File: src/hw/loop_cfg_pkg.sv
package loop_cfg_pkg;
	// register byte offsets
	localparam logic [7:0] REG_LOOP = 8'h00;
	localparam logic [7:0] REG_KEY = 8'h04;
	localparam logic [7:0] REG_UI = 8'h08;
	localparam logic [7:0] REG_DEV = 8'h0c;
	localparam logic [7:0] REG_OUT = 8'h10;
	localparam logic [7:0] REG_DELAY = 8'h14;
	localparam logic [7:0] REG_WIDTH = 8'h18;
	localparam logic [7:0] REG_OSTAT = 8'h1c;
	localparam logic [1:0] RESP_OKAY = 2'h0;
	localparam logic [1:0] RESP_SLVERR = 2'h2;
	// loop limits and address entry
	localparam logic [6:0] MAX_DEVICES = 7'h7d;
	localparam logic [6:0] GOTO_MIN = 7'h07;
	localparam logic [1:0] GOTO_DIGITS = 2'h3;
	localparam logic [3:0] DIGIT_MAX = 4'h9;
	localparam logic [9:0] DEC_HUND = 10'h064;
	localparam logic [9:0] DEC_TEN = 10'h00a;
	localparam logic [6:0] FIRST_ADDR = 7'h01;
	// key register fields
	localparam int KEY_DIG_LSB = 0;
	localparam int KEY_DIG_MSB = 3;
	localparam int KEY_PUSH = 4;
	localparam int KEY_CLEAR = 5;
	localparam int KEY_CONFIRM = 6;
	localparam int KEY_UP = 7;
	localparam int KEY_DOWN = 8;
	localparam int KEY_STATUS = 9;
	localparam int KEY_ADDRMODE = 10;
	localparam int KEY_PARAM = 11;
	localparam int KEY_PSEL_LSB = 12;
	localparam int KEY_PSEL_MSB = 13;
	localparam logic [1:0] PS_STATUS = 2'h0;
	localparam logic [1:0] PS_CLASS = 2'h1;
	localparam logic [1:0] PS_INPUT = 2'h2;
	localparam logic [1:0] PS_RELEASE = 2'h3;
	// per-device word fields
	localparam int DEV_W = 7;
	localparam int DV_ON = 0;
	localparam int DV_CLS_LSB = 1;
	localparam int DV_CLS_MSB = 2;
	localparam int DV_TYP_LSB = 3;
	localparam int DV_TYP_MSB = 4;
	localparam int DV_INP = 5;
	localparam int DV_REL = 6;
	localparam logic [DEV_W-1:0] DEV_RESET = 7'h01;
	typedef enum logic [1:0] {TYPE_PLAIN, TYPE_CLASSED, TYPE_INPUT, TYPE_IO}
		dev_type_e;
	// loop and output register fields
	localparam int LOOP_ON = 0;
	localparam int LOOP_MANUAL = 1;
	localparam int CNT_LSB = 8;
	localparam int CNT_MSB = 15;
	localparam int OUT_MODE_MSB = 3;
	localparam int OUT_ACT_HIGH = 4;
	localparam int OUT_RELEASE = 5;
	localparam logic [3:0] MODE_FIRST = 4'h1;
	localparam logic [3:0] MODE_LAST = 4'h8;
	localparam logic [31:0] DELAY_RESET = 32'h0000_0400;
	localparam logic [31:0] WIDTH_RESET = 32'h0000_0100;
	localparam logic [31:0] ONE_CYCLE = 32'h0000_0001;
endpackage

File: src/hw/goto_entry.sv
`timescale 1ns/1ns
module goto_entry import loop_cfg_pkg::*; (
	input wire logic ref_clk_i,
	input wire logic rst_i,
	input wire logic enable_i,
	input wire logic [3:0] digit_i,
	input wire logic push_i,
	input wire logic clear_i,
	input wire logic confirm_i,
	input wire logic [6:0] count_i,
	output logic [1:0] digits_o,
	output logic sel_valid_o,
	output logic [6:0] sel_o
);
	logic [11:0] val;
	logic [9:0] dec;
	logic [6:0] clamped;
	// typed decimal value and clamp to the loop range
	assign dec = {6'h00, val[11:8]} * DEC_HUND
		+ {6'h00, val[7:4]} * DEC_TEN + {6'h00, val[3:0]};
	assign clamped = (dec == 10'h000) ? FIRST_ADDR :
		(dec > {3'h0, count_i}) ? count_i : dec[6:0];

	// digit stack, newest digit in the low nibble
	always_ff @(posedge ref_clk_i or posedge rst_i) begin
		if (rst_i) begin
			val <= 12'h000;
			digits_o <= 2'h0;
			sel_valid_o <= 1'b0;
			sel_o <= FIRST_ADDR;
		end else begin
			sel_valid_o <= 1'b0;
			if (!enable_i) begin
				val <= 12'h000;
				digits_o <= 2'h0;
			end else if (confirm_i && digits_o != 2'h0) begin
				sel_valid_o <= 1'b1;
				sel_o <= clamped;
				val <= 12'h000;
				digits_o <= 2'h0;
			end else if (clear_i && digits_o != 2'h0) begin
				val <= {4'h0, val[11:4]};
				digits_o <= digits_o - 2'h1;
			end else if (push_i && digits_o < GOTO_DIGITS
					&& digit_i <= DIGIT_MAX) begin
				val <= {val[7:0], digit_i};
				digits_o <= digits_o + 2'h1;
			end
		end
	end
endmodule

File: src/hw/loop_device_output_config.sv
// Summary of operation
// - change key toggles loop status and addressing
// - device count limited to 0 through 125
// - empty loop: notice, no device actions
// - scrolling only with more than one device
// - address entry only above seven devices
// - up to three digits, clear drops last
// - typed zero selects address one
// - too large address selects highest device
// - selection clears digits, closes entry field
// - change key steps parameter to next value
// - class only for classed types; status always
// - input module: monitor or input, release reset
// - eight output modes numbered one to eight
// - continuous: held until reset or switch-off
// - delayed: wait interval, then assert output
// - inverted: energised in duty, released active
// - pulse ends by itself after width
// - delayed pulse: one pulse per activation
// - pulse train until reset or switch-off
// - delayed train starts after the delay
// - input activation level low or high
`timescale 1ns/1ns
module loop_device_output_config import loop_cfg_pkg::*; (
	input wire logic ref_clk_i,
	input wire logic rst_i,
	input wire logic [7:0] s_axi_awaddr_i,
	input wire logic s_axi_awvalid_i,
	output logic s_axi_awready_o,
	input wire logic [31:0] s_axi_wdata_i,
	input wire logic [3:0] s_axi_wstrb_i,
	input wire logic s_axi_wvalid_i,
	output logic s_axi_wready_o,
	output logic [1:0] s_axi_bresp_o,
	output logic s_axi_bvalid_o,
	input wire logic s_axi_bready_i,
	input wire logic [7:0] s_axi_araddr_i,
	input wire logic s_axi_arvalid_i,
	output logic s_axi_arready_o,
	output logic [31:0] s_axi_rdata_o,
	output logic [1:0] s_axi_rresp_o,
	output logic s_axi_rvalid_o,
	input wire logic s_axi_rready_i,
	input wire logic panel_activate_i,
	input wire logic panel_switch_off_i,
	input wire logic panel_reset_i,
	input wire logic sense_in_i,
	output logic input_report_o,
	output logic relay_o,
	output logic oc_drive_o
);
	logic aw_held, w_held;
	logic [7:0] awaddr_q;
	logic [31:0] wdata_q;
	logic [3:0] wstrb_q;
	logic aw_take, w_take, aw_have, w_have, do_write;
	logic next_aw_held, next_w_held, next_bvalid, next_rvalid;
	logic [7:0] wa;
	logic [31:0] wd, ws_mask, kd, rd_word;
	logic wa_map, ra_map, ar_take;
	logic loop_on, addr_manual;
	logic [6:0] dev_count, sel;
	logic [3:0] out_mode;
	logic act_high, release_rst;
	logic [31:0] delay_q, width_q, delay_new, width_new;
	logic [DEV_W-1:0] dev_mem [0:127];
	logic [DEV_W-1:0] cur_dev, next_dev;
	logic kw, k_up, k_down, k_param, dev_type_wr, dev_wr;
	logic ui_nodev, ui_scroll, ui_goto;
	logic [1:0] goto_cnt;
	logic goto_valid;
	logic [6:0] goto_sel;
	logic [3:0] sync1, sync2;
	logic in_active, in_prev, act_prev;
	// duty levels of the synchronised pins: sense rests high by default
	localparam logic [3:0] PIN_IDLE = 4'h8;
	logic fire, cancel, out_act, out_busy, out_inv, cls_ok;

	// write channel handshake, address and data taken in either order
	assign aw_take = s_axi_awready_o & s_axi_awvalid_i;
	assign w_take = s_axi_wready_o & s_axi_wvalid_i;
	assign aw_have = aw_held | aw_take;
	assign w_have = w_held | w_take;
	assign do_write = aw_have & w_have;
	assign next_aw_held = aw_have & ~do_write;
	assign next_w_held = w_have & ~do_write;
	assign next_bvalid = do_write | (s_axi_bvalid_o & ~s_axi_bready_i);
	assign wa = aw_take ? s_axi_awaddr_i : awaddr_q;
	assign wd = w_take ? s_axi_wdata_i : wdata_q;
	assign ws_mask = w_take ?
		{{8{s_axi_wstrb_i[3]}}, {8{s_axi_wstrb_i[2]}},
		{8{s_axi_wstrb_i[1]}}, {8{s_axi_wstrb_i[0]}}} :
		{{8{wstrb_q[3]}}, {8{wstrb_q[2]}},
		{8{wstrb_q[1]}}, {8{wstrb_q[0]}}};
	assign kd = wd & ws_mask;
	assign wa_map = (wa == REG_LOOP) | (wa == REG_KEY) | (wa == REG_UI)
		| (wa == REG_DEV) | (wa == REG_OUT) | (wa == REG_DELAY)
		| (wa == REG_WIDTH) | (wa == REG_OSTAT);

	// write channel state
	always_ff @(posedge ref_clk_i or posedge rst_i) begin
		if (rst_i) begin
			aw_held <= 1'b0;
			w_held <= 1'b0;
			awaddr_q <= 8'h00;
			wdata_q <= 32'h0000_0000;
			wstrb_q <= 4'h0;
			s_axi_awready_o <= 1'b1;
			s_axi_wready_o <= 1'b1;
			s_axi_bvalid_o <= 1'b0;
			s_axi_bresp_o <= RESP_OKAY;
		end else begin
			aw_held <= next_aw_held;
			w_held <= next_w_held;
			if (aw_take) awaddr_q <= s_axi_awaddr_i;
			if (w_take) wdata_q <= s_axi_wdata_i;
			if (w_take) wstrb_q <= s_axi_wstrb_i;
			s_axi_awready_o <= ~next_aw_held & ~next_bvalid;
			s_axi_wready_o <= ~next_w_held & ~next_bvalid;
			s_axi_bvalid_o <= next_bvalid;
			if (do_write) s_axi_bresp_o <= wa_map ? RESP_OKAY : RESP_SLVERR;
		end
	end

	// key register strobes, one cycle wide
	assign kw = do_write & (wa == REG_KEY);
	assign k_up = kw & kd[KEY_UP] & ui_scroll;
	assign k_down = kw & kd[KEY_DOWN] & ui_scroll;
	assign k_param = kw & kd[KEY_PARAM] & ~ui_nodev;
	assign dev_type_wr = do_write & (wa == REG_DEV) & ~ui_nodev;
	assign dev_wr = k_param | dev_type_wr;
	assign ui_nodev = (dev_count == 7'h00);
	assign ui_scroll = (dev_count > FIRST_ADDR);
	assign ui_goto = (dev_count > GOTO_MIN);
	assign delay_new = (delay_q & ~ws_mask) | kd;
	assign width_new = (width_q & ~ws_mask) | kd;

	// loop settings, output configuration and selection
	always_ff @(posedge ref_clk_i or posedge rst_i) begin
		if (rst_i) begin
			loop_on <= 1'b0;
			addr_manual <= 1'b0;
			dev_count <= 7'h00;
			sel <= FIRST_ADDR;
			out_mode <= MODE_FIRST;
			act_high <= 1'b0;
			release_rst <= 1'b0;
			delay_q <= DELAY_RESET;
			width_q <= WIDTH_RESET;
		end else begin
			if (kw && kd[KEY_STATUS]) loop_on <= ~loop_on;
			if (kw && kd[KEY_ADDRMODE]) addr_manual <= ~addr_manual;
			if (do_write && wa == REG_LOOP && ws_mask[CNT_LSB]
					&& kd[CNT_MSB:CNT_LSB] <= {1'b0, MAX_DEVICES}) begin
				dev_count <= kd[CNT_MSB-1:CNT_LSB];
				sel <= FIRST_ADDR;
			end else if (goto_valid) begin
				sel <= goto_sel;
			end else if (k_up) begin
				sel <= (sel == dev_count) ? FIRST_ADDR : sel + 7'h01;
			end else if (k_down) begin
				sel <= (sel == FIRST_ADDR) ? dev_count : sel - 7'h01;
			end
			if (do_write && wa == REG_OUT && ws_mask[0]) begin
				if (kd[OUT_MODE_MSB:0] >= MODE_FIRST
						&& kd[OUT_MODE_MSB:0] <= MODE_LAST)
					out_mode <= kd[OUT_MODE_MSB:0];
				act_high <= kd[OUT_ACT_HIGH];
				release_rst <= kd[OUT_RELEASE];
			end
			if (do_write && wa == REG_DELAY && delay_new != 32'h0000_0000)
				delay_q <= delay_new;
			if (do_write && wa == REG_WIDTH && width_new != 32'h0000_0000)
				width_q <= width_new;
		end
	end

	// parameter change on the selected device
	assign cur_dev = dev_mem[sel];
	assign cls_ok = (cur_dev[DV_TYP_MSB:DV_TYP_LSB] == TYPE_CLASSED);
	always_comb begin
		next_dev = cur_dev;
		if (dev_type_wr) begin
			next_dev[DV_TYP_MSB:DV_TYP_LSB] = kd[DV_TYP_MSB:DV_TYP_LSB];
		end else begin
			case (kd[KEY_PSEL_MSB:KEY_PSEL_LSB])
			PS_STATUS: next_dev[DV_ON] = ~cur_dev[DV_ON];
			PS_CLASS: begin
				if (cls_ok)
					next_dev[DV_CLS_MSB:DV_CLS_LSB] =
						cur_dev[DV_CLS_MSB:DV_CLS_LSB] + 2'h1;
			end
			PS_INPUT: begin
				if (cur_dev[DV_TYP_MSB:DV_TYP_LSB] == TYPE_INPUT)
					next_dev[DV_INP] = ~cur_dev[DV_INP];
			end
			PS_RELEASE: begin
				if (cur_dev[DV_TYP_MSB:DV_TYP_LSB] == TYPE_INPUT
						&& cur_dev[DV_INP])
					next_dev[DV_REL] = ~cur_dev[DV_REL];
			end
			default: next_dev = cur_dev;
			endcase
		end
	end

	// per-device parameter words
	genvar gi;
	generate
		for (gi = 0; gi < 128; gi++) begin : g_dev
			always_ff @(posedge ref_clk_i or posedge rst_i) begin
				if (rst_i)
					dev_mem[gi] <= DEV_RESET;
				else if (dev_wr && sel == 7'(gi))
					dev_mem[gi] <= next_dev;
			end
		end
	endgenerate

	goto_entry u_goto (
		.ref_clk_i(ref_clk_i),
		.rst_i(rst_i),
		.enable_i(ui_goto),
		.digit_i(kd[KEY_DIG_MSB:KEY_DIG_LSB]),
		.push_i(kw & kd[KEY_PUSH]),
		.clear_i(kw & kd[KEY_CLEAR]),
		.confirm_i(kw & kd[KEY_CONFIRM]),
		.count_i(dev_count),
		.digits_o(goto_cnt),
		.sel_valid_o(goto_valid),
		.sel_o(goto_sel)
	);

	// pin synchronisers, then edge detection on the second stage
	always_ff @(posedge ref_clk_i or posedge rst_i) begin
		if (rst_i) begin
			sync1 <= PIN_IDLE; // no false input edge after reset
			sync2 <= PIN_IDLE;
			in_prev <= 1'b0;
			act_prev <= 1'b0;
		end else begin
			sync1 <= {sense_in_i, panel_reset_i, panel_switch_off_i,
				panel_activate_i};
			sync2 <= sync1;
			in_prev <= in_active;
			act_prev <= sync2[0];
		end
	end
	assign in_active = act_high ? sync2[3] : ~sync2[3];
	assign fire = (sync2[0] & ~act_prev) | (in_active & ~in_prev);
	assign cancel = sync2[1] | sync2[2]
		| (release_rst & in_prev & ~in_active);
	assign out_inv = (out_mode == 4'h3) | (out_mode == 4'h4);

	out_timer u_timer (
		.ref_clk_i(ref_clk_i),
		.rst_i(rst_i),
		.mode_idx_i(3'(out_mode - MODE_FIRST)),
		.delay_i(delay_q),
		.width_i(width_q),
		.fire_i(fire),
		.cancel_i(cancel),
		.act_o(out_act),
		.busy_o(out_busy)
	);

	// drive levels: inverted modes energise in duty
	always_ff @(posedge ref_clk_i or posedge rst_i) begin
		if (rst_i) begin
			relay_o <= 1'b0;
			oc_drive_o <= 1'b0;
			input_report_o <= 1'b0;
		end else begin
			relay_o <= out_inv ? ~out_act : out_act;
			oc_drive_o <= out_inv ? ~out_act : out_act;
			input_report_o <= in_active;
		end
	end

	// read decode
	assign ra_map = (s_axi_araddr_i == REG_LOOP) | (s_axi_araddr_i == REG_KEY)
		| (s_axi_araddr_i == REG_UI) | (s_axi_araddr_i == REG_DEV)
		| (s_axi_araddr_i == REG_OUT) | (s_axi_araddr_i == REG_DELAY)
		| (s_axi_araddr_i == REG_WIDTH) | (s_axi_araddr_i == REG_OSTAT);
	assign rd_word =
		(s_axi_araddr_i == REG_LOOP) ? {16'h0000, 1'b0, dev_count, 6'h00,
			addr_manual, loop_on} :
		(s_axi_araddr_i == REG_UI) ? {9'h000, sel, 10'h000, goto_cnt,
			(goto_cnt != 2'h0), ui_goto, ui_scroll, ui_nodev} :
		(s_axi_araddr_i == REG_DEV) ? {25'h0000000, cur_dev[DV_REL:DV_TYP_LSB],
			cur_dev[DV_CLS_MSB:DV_CLS_LSB] & {2{cls_ok}}, cur_dev[DV_ON]} :
		(s_axi_araddr_i == REG_OUT) ? {26'h0000000, release_rst, act_high,
			out_mode} :
		(s_axi_araddr_i == REG_DELAY) ? delay_q :
		(s_axi_araddr_i == REG_WIDTH) ? width_q :
		(s_axi_araddr_i == REG_OSTAT) ? {29'h00000000, in_active, out_busy,
			out_act} : 32'h0000_0000;
	assign ar_take = s_axi_arready_o & s_axi_arvalid_i;
	assign next_rvalid = ar_take | (s_axi_rvalid_o & ~s_axi_rready_i);

	// read channel
	always_ff @(posedge ref_clk_i or posedge rst_i) begin
		if (rst_i) begin
			s_axi_arready_o <= 1'b1;
			s_axi_rvalid_o <= 1'b0;
			s_axi_rdata_o <= 32'h0000_0000;
			s_axi_rresp_o <= RESP_OKAY;
		end else begin
			s_axi_arready_o <= ~next_rvalid;
			s_axi_rvalid_o <= next_rvalid;
			if (ar_take) s_axi_rdata_o <= rd_word;
			if (ar_take) s_axi_rresp_o <= ra_map ? RESP_OKAY : RESP_SLVERR;
		end
	end
endmodule

File: src/hw/out_timer.sv
`timescale 1ns/1ns
module out_timer import loop_cfg_pkg::*; (
	input wire logic ref_clk_i,
	input wire logic rst_i,
	input wire logic [2:0] mode_idx_i,
	input wire logic [31:0] delay_i,
	input wire logic [31:0] width_i,
	input wire logic fire_i,
	input wire logic cancel_i,
	output logic act_o,
	output logic busy_o
);
	typedef enum logic [1:0] {T_IDLE, T_WAIT, T_ON, T_GAP} tstate_e;
	tstate_e state;
	logic [31:0] cnt;
	logic delayed, pulsed, train;
	// even mode numbers delay, modes 5..8 pulse, 7 and 8 repeat
	assign delayed = mode_idx_i[0];
	assign pulsed = mode_idx_i[2];
	assign train = mode_idx_i[2] & mode_idx_i[1];
	assign act_o = (state == T_ON);
	assign busy_o = (state != T_IDLE);

	// sequencer counting delay and width in clock cycles
	always_ff @(posedge ref_clk_i or posedge rst_i) begin
		if (rst_i) begin
			state <= T_IDLE;
			cnt <= 32'h0000_0000;
		end else if (cancel_i) begin
			state <= T_IDLE;
		end else begin
			case (state)
			T_IDLE: begin
				if (fire_i && delayed) begin
					state <= T_WAIT;
					cnt <= delay_i - ONE_CYCLE;
				end else if (fire_i) begin
					state <= T_ON;
					cnt <= width_i - ONE_CYCLE;
				end
			end
			T_WAIT: begin
				if (cnt == 32'h0000_0000) begin
					state <= T_ON;
					cnt <= width_i - ONE_CYCLE;
				end else begin
					cnt <= cnt - ONE_CYCLE;
				end
			end
			T_ON: begin
				if (pulsed && cnt == 32'h0000_0000) begin
					// single pulse ends alone, train gaps
					state <= train ? T_GAP : T_IDLE;
					cnt <= width_i - ONE_CYCLE;
				end else if (pulsed) begin
					cnt <= cnt - ONE_CYCLE;
				end
			end
			T_GAP: begin
				if (cnt == 32'h0000_0000) begin
					state <= T_ON;
					cnt <= width_i - ONE_CYCLE;
				end else begin
					cnt <= cnt - ONE_CYCLE;
				end
			end
			default: state <= T_IDLE;
			endcase
		end
	end
endmodule

File: config.mk
export PLATFORM = sky130hd
export DESIGN_NAME = loop_device_output_config
export DESIGN_NICKNAME = d
export VERILOG_FILES = /design/src/hw/loop_cfg_pkg.sv /design/src/hw/goto_entry.sv /design/src/hw/loop_device_output_config.sv /design/src/hw/out_timer.sv
export SDC_FILE = /design/constraint.sdc
export NUM_CORES = 2
export LEC_CHECK = 0
export BUFFER_PORTS_ARGS = -buffer_cell sky130_fd_sc_hd__buf_2
export CAP_MARGIN = 10
export CORE_MARGIN = 3
export CORE_UTILIZATION = 36
export CTS_CLUSTER_SIZE = 14
export DETAILED_ROUTE_END_ITERATION = 6
export GPL_TIMING_DRIVEN = 0
export PLACE_DENSITY_LB_ADDON = 0.15
export SLEW_MARGIN = 40
export SYNTH_ARGS = -nofsm -noshare
export SYNTH_HDL_FRONTEND = slang
export SYNTH_HIERARCHICAL = 1
export SYNTH_SLANG_ARGS = --single-unit
File: constraint.sdc
create_clock -name ref_clk_i -period 37.8 [get_ports ref_clk_i]
set_input_delay 1.89 -clock ref_clk_i [delete_from_list [all_inputs] [get_ports ref_clk_i]]
set_output_delay 1.89 -clock ref_clk_i [all_outputs]
set_load 0.01 [all_outputs]
Word-level counts from Yosys, hierarchy flattened --
Cells that the tools add are included.
Word-level totals: register bits after elaboration 1136, bits of input ports 63, output and inout port bits 44, word-level logic and storage cells 641
Cells by class: $add $sub $neg 11, multiply operators 2, $lt $le $gt $ge 9, equality and inequality tests 158, multiplexer cells 58, bitwise logic cells 77, reduce and logical (&&, ||, !) cells 165
Operator list (number):
- $eq 7x7->1 const B | 64
- $mux 32 | 13
- $eq 7x6->1 const B | 32
- $logic_and 1x1->1 | 147
- $eq 7x5->1 const B | 16
- $and 32x32->32 | 3
- $pmux 32 s3 | 1
- $sub 32x1->32 const B | 3
- $mux 7 | 10
- $eq 8x5->1 const B | 8
- $or 32x32->32 | 2
- $reduce_bool 32->1 | 2
- $eq 7x4->1 const B | 8
- $bmux 7 s7 | 1
- $mux 12 | 4
- $eq 8x4->1 const B | 4
- $logic_not 32->1 | 1
- $mux 2 | 16
- $not 32->32 | 1
- $eq 7x3->1 const B | 4
- $and 1x1->1 | 27
- $or 1x1->1 | 23
- $not 1->1 | 19
- $eq 8x3->1 const B | 2
- 43 further kinds | 69

Longest topological paths before layout --
depth in word-level cells 11, gate-level depth with buffers 19, depth with buffers taken out 15

Hierarchy --
Netlist, hierarchy kept.
By module, submodules not included:
- loop_device_output_config | instances 1, cells each 4847, area an instance 52409.0 µm²
- out_timer | instances 1, cells each 482, area an instance 3589.7 µm²
- goto_entry | instances 1, cells each 197, area an instance 1985.7 µm²

Least setup slack after synthesis --
No wires, ideal clock.
kind input -> register, start in s_axi_wvalid_i, end reg width_q[0], setup time 0.125 ns, arrival time 4.627 ns, slack 33.049 ns, stages on the path 13, path through nand2_1 > buf_1 > clkbuf_1 > clkbuf_1 > nand2_1 > nand2_1 > nor2_1 > o2111ai_1 > o31a_1 > clkbuf_1 > and2_1 > clkbuf_1 > mux2_2
Between the ends: elaborated cells on any way between the ends 12
RTL lines:
- start: declaration | line loop_device_output_config.sv:32 | input wire logic s_axi_wvalid_i,
- $and 1x1->1 | line loop_device_output_config.sv:81 | assign w_take = s_axi_wready_o & s_axi_wvalid_i;
- $mux 32
- net wd[18] | line loop_device_output_config.sv:59 | logic [31:0] wd, ws_mask, kd, rd_word;
- $and 32x32->32 | line loop_device_output_config.sv:95 | assign kd = wd & ws_mask;
- $or 32x32->32 | line loop_device_output_config.sv:136 | assign width_new = (width_q & ~ws_mask) | kd;
- $reduce_bool 32->1 | line loop_device_output_config.sv:173 | if (do_write && wa == REG_WIDTH && width_new != 32'h0000_0000)
- $logic_and 1x1->1 | line loop_device_output_config.sv:173
- end signal: assignment | line loop_device_output_config.sv:174 | width_q <= width_new;
- end: declaration | line loop_device_output_config.sv:65 | logic [31:0] delay_q, width_q, delay_new, width_new;
The timed path passes the listed nets, and every way through them passes these cells. A chain may end at the register's enable or synchronous reset.

Worst setup path after layout --
start reg sel[0], end reg dev_mem[337] (netlist bit)
Between the ends: longest elaborated chain between the ends 8, elaborated cells on any way between the ends 11
RTL lines:
- start: declaration | line loop_device_output_config.sv:62 | logic [6:0] dev_count, sel;
- start signal: assignment | line loop_device_output_config.sv:158 | sel <= goto_sel;
- start signal: assignment | line loop_device_output_config.sv:160 | sel <= (sel == dev_count) ? FIRST_ADDR : sel + 7'h01;
- start signal: assignment | line loop_device_output_config.sv:162 | sel <= (sel == FIRST_ADDR) ? dev_count : sel - 7'h01;
- $not 7->8 (not written as such) | line loop_device_output_config.sv:179 | assign cur_dev = dev_mem[sel];
- $bmux 7 s7 | line loop_device_output_config.sv:179
- $mux 7 (not written as such) (2 in series) | line loop_device_output_config.sv:179
- $add 2x1->2 / $eq 2x1->1 (equally long branches) | line loop_device_output_config.sv:191, loop_device_output_config.sv:180
- $mux 2 | line loop_device_output_config.sv:189 | if (cls_ok)
- $mux 2 | line loop_device_output_config.sv:186 | case (kd[KEY_PSEL_MSB:KEY_PSEL_LSB])
- $mux 3 | line loop_device_output_config.sv:183 | if (dev_type_wr) begin
- end signal: indexed assignment | line loop_device_output_config.sv:215 | dev_mem[gi] <= next_dev;
- end: declaration | line loop_device_output_config.sv:66 | logic [DEV_W-1:0] dev_mem [0:127];
Parallel ways exist; a longest one is shown, timed or not. The select of a mux whose other input is x is not followed.

==> impl_metrics.toml <==
[run_status]
status = "complete, no violations"

[placed_design]
dp_slack_ns = 29.98
place_inst = 7804
io_buffers = 101
place_congestion = 0.930
place_area_mm2 = 0.0620
dp_hpwl_um = 162000

[yosys]
netlist_area_mm2 = 0.0580
synthCells = 5526
synth-seq-cells = 1134
yosysUniqueCellTypes = 90
synth_warnings = 6
async_reset_ff_share_pct = 100
ys_seq_area_share_pct = 49.2
synth_edf_count = 0
synth.avg_cell_area_um2 = 10.5
ys.flop_type = "dfrtp_1"

[hold_path]
min_from = "sync1[1]$_DFF_PP0_"
min_path_type = "reg -> reg"

[power_and_ir_drop]
switching_share_pct = 39.8
p_int_mw = 2.54
vdd_drop_max_uv = 51.5
powerDensity_mw_per_mm2 = 63.1
p_sw_mw = 1.67
clkPwrFrac_pct = 32.5
power_frac_seq_pct = 32.2
power_frac_comb_pct = 35.2
fin_total_pwr_mw = 4.21
p_leak_nw = 28.0

[route]
drt_iter0_markers = 4886
post_drt_wl_per_cell_um = 27.3
ant_nets = 0
routed_via_density = 5.75
drcViolationCount = 0
vias = 46300
totalWireLength_um = 220000
drtPass1Iterations = 6

[cts]
cts_tree = "built"
cts_setup_buffers = 0
clock_path_buffers = 3
root_buffer = "clkbuf_16"
ctsResizeCount = 0
cts_inserted_buffers = 137
cts_sinks = 1134
clkTransAtPathRegs_ns = 0.06
h-tree-depth = 4
insertion_delay_ns = 0.81
ctsHoldBuffers = 0

[job]
max-cap-violations = 0

[timing]
setup_viol = 0
period_minus_slack_ns = 7.93
layout_setup_ws_ns = 29.87
fin_worst_hold_slack_ns = 0.347
rsz0062_at_grt = "no"
fin_tns_setup_ns = 0
finalMaxSlewViolations = 0
fin_crit_sh_pct = 21.0
fmax_mhz = 126
relSlewSlack_pct = 41.4
hold_violations = 0
skew_ns = 0.0545
tightest_slew_ns = 0.873

[setup_path]
rrSetupSlack_ns = 29.87
r2r_start = "sel[0]$_DFFE_PP1P_"
rr_worst_depth = 17
path_depth = 17
setup.worst_path.end = "dev_mem[337]$_DFFE_PP0P_"
crit_chain = "buf_6 > buf_2 > buf_2 > mux4_2 > a22oi_1 > a21oi_1 > a211oi_1 > o211a_1 > clkbuf_1 > clkbuf_1 > clkbuf_1 > inv_1 > ha_1 > o21ai_1 > clkbuf_2 > clkbuf_1 > o21ai_0"
cp_slowest_stage_delay_ns = 0.72
critical_path_buf_inv_count = 9
worst-setup-path-type = "reg -> reg"
startpoint_type = "register"
cp.required_ns = 38.42
reg2reg_to = "dev_mem[337]$_DFFE_PP0P_"
worst_ep_arrival_time_ns = 8.55
path_common_cell = "clkbuf_1"
slowest_stage = "clkbuf_1"
cp-startpoint = "sel[0]$_DFFE_PP1P_"
critPathMaxFanout = 10
crit_family = "buffers and inverters"
crit_path_end_kind = "register"

[die]
rows = 146
fp.coreArea_mm2 = 0.159
pin_count = 107
die_h_um = 407
die-area_mm2 = 0.166
die_width_um = 407
start_util_pct = 36.4

[final_layout]
fin_util_pct = 41.9
drive_above_1_share_pct = 19.9
layout_common_cells = "1,042 x nand2_1, 996 x dfrtp_1, 727 x o21ai_0"
area_growth_pct = 15.1
design_area_mm2 = 0.0667
nets = 5907
fin_cells = 8057
layout_commonest_cell = "nand2_1"

[global_route]
antenna_found_initial = 8
grt_usage_pct = 26.1
grt_pass1_vias = 45400
grt_max_degree = 79
gr-total-overflow = 0
grt_pass1_wl_um = 323000
-- logic make-up (layout without fill, tap and decap cells) --
family,count (synthesis),in the layout,synth area share [%]
buffers and inverters,559,942,4.28
muxes,674,674,17.3
AOI/OAI and AO/OA,1363,1363,14.3
adders and majority gates,46,46,1.06
xor gates and xnor gates,83,83,1.31
and+or+nand+nor,1666,1666,12.5
DFF,1134,1134,49.2
other,1,3,0.00647
-- layer usage --
layer / vias to the layer above / routed length, um / track usage, %
li1: 20600 / - / -
met1: 23700 / 96900 / 36.3
met2: 1687 / 101000 / 41.2
met3: 374 / 14000 / 4.66
met4: 2 / 7920 / 9.10
met5: - / 13 / 0
-- cell type report --
| type | count | area, um2 |
|---|---|---|
| Antenna cell | 1 | 2.50 |
| Multi-Input combinational cell | 3834 | 27100 |
| Clock inverter | 39 | 576 |
| Timing Repair Buffer | 132 | 1180 |
| Tap cell | 2146 | 2690 |
| Fill cell | 15400 | 92400 |
| Clock buffer | 212 | 4090 |
| Sequential cell | 1134 | 28500 |
| Inverter | 72 | 278 |
| Buffer | 487 | 2250 |
-- Yosys cell counts, types with 17 or more instances --
master	n	share of area [%]
dfrtp_1	996	43
buf_2	97	0.84
and2_1	17	0.18
or4_1	20	0.26
mux2i_1	221	3.8
o21ai_1	20	0.17
inv_1	70	0.45
clkbuf_1	324	2.1
dfstp_2	138	6.3
nand3_1	33	0.28
buf_4	17	0.22
a21oi_1	101	0.87
mux2_2	213	4.1
or3_1	25	0.27
nand2_1	1042	6.7
buf_1	22	0.14
mux4_2	240	9.3
nor4_1	49	0.53
buf_6	26	0.50
a211oi_1	158	2.0
nor2_1	159	1.0
ha_1	41	0.88
o21ai_0	727	6.3
xnor2_1	39	0.59
a22oi_1	187	2.4
nor3_1	198	1.7
xor2_1	40	0.60
nand4_1	21	0.23
-- sequential cells by signal, indices dropped and copies added (netlist names), 2 cells and up --
register / cells
dev_mem: 896
delay_q: 32
s_axi_rdata_o: 32
u_timer/cnt: 32
wdata_q: 32
width_q: 32
u_goto/val: 12
awaddr_q: 8
dev_count: 7
sel: 7
u_goto/sel_o: 7
out_mode: 4
sync1: 4
sync2: 4
wstrb_q: 4
u_goto/digits_o: 2
u_timer/state: 2
-- how the worst min path moves through the flow --
stage | endpoint | cells after the start | slack, ns
after floorplan | sync2[0]$_DFF_PP0_ | 0 | 0.33
after global placement | sync2[1]$_DFF_PP0_ | 0 | 0.33
after detailed placement | sync2[1]$_DFF_PP0_ | 0 | 0.33
after CTS | sync2[1]$_DFF_PP0_ | 0 | 0.35
after global routing | sync2[1]$_DFF_PP0_ | 0 | 0.35
final | sync2[1]$_DFF_PP0_ | 0 | 0.35
-- power groups by stage --
stage / clock network [mW] / registers, mW / logic [mW]
final: 1.37 / 1.36 / 1.48
after global routing: 1.44 / 1.36 / 1.57
after CTS: 1.39 / 1.35 / 1.47
after detailed placement: 0 / 1.37 / 1.47
after global placement: 0 / 1.38 / 1.44
after floorplan: 0 / 1.35 / 0.909
-- worst register-to-register path, cell delays in order, from the launching register on --
cell and delay (ns):
dfstp_2 0.69, buf_6 0.24, buf_2 0.52, buf_2 0.65, mux4_2 0.62, a22oi_1 0.24, a21oi_1 0.16, a211oi_1 0.49
o211a_1 0.21, clkbuf_1 0.57, clkbuf_1 0.72, clkbuf_1 0.49, inv_1 0.10, ha_1 0.31, o21ai_1 0.56, clkbuf_2 0.61
clkbuf_1 0.42, o21ai_0 0.16
No activity file was read; power rests on OpenSTA's default activity.
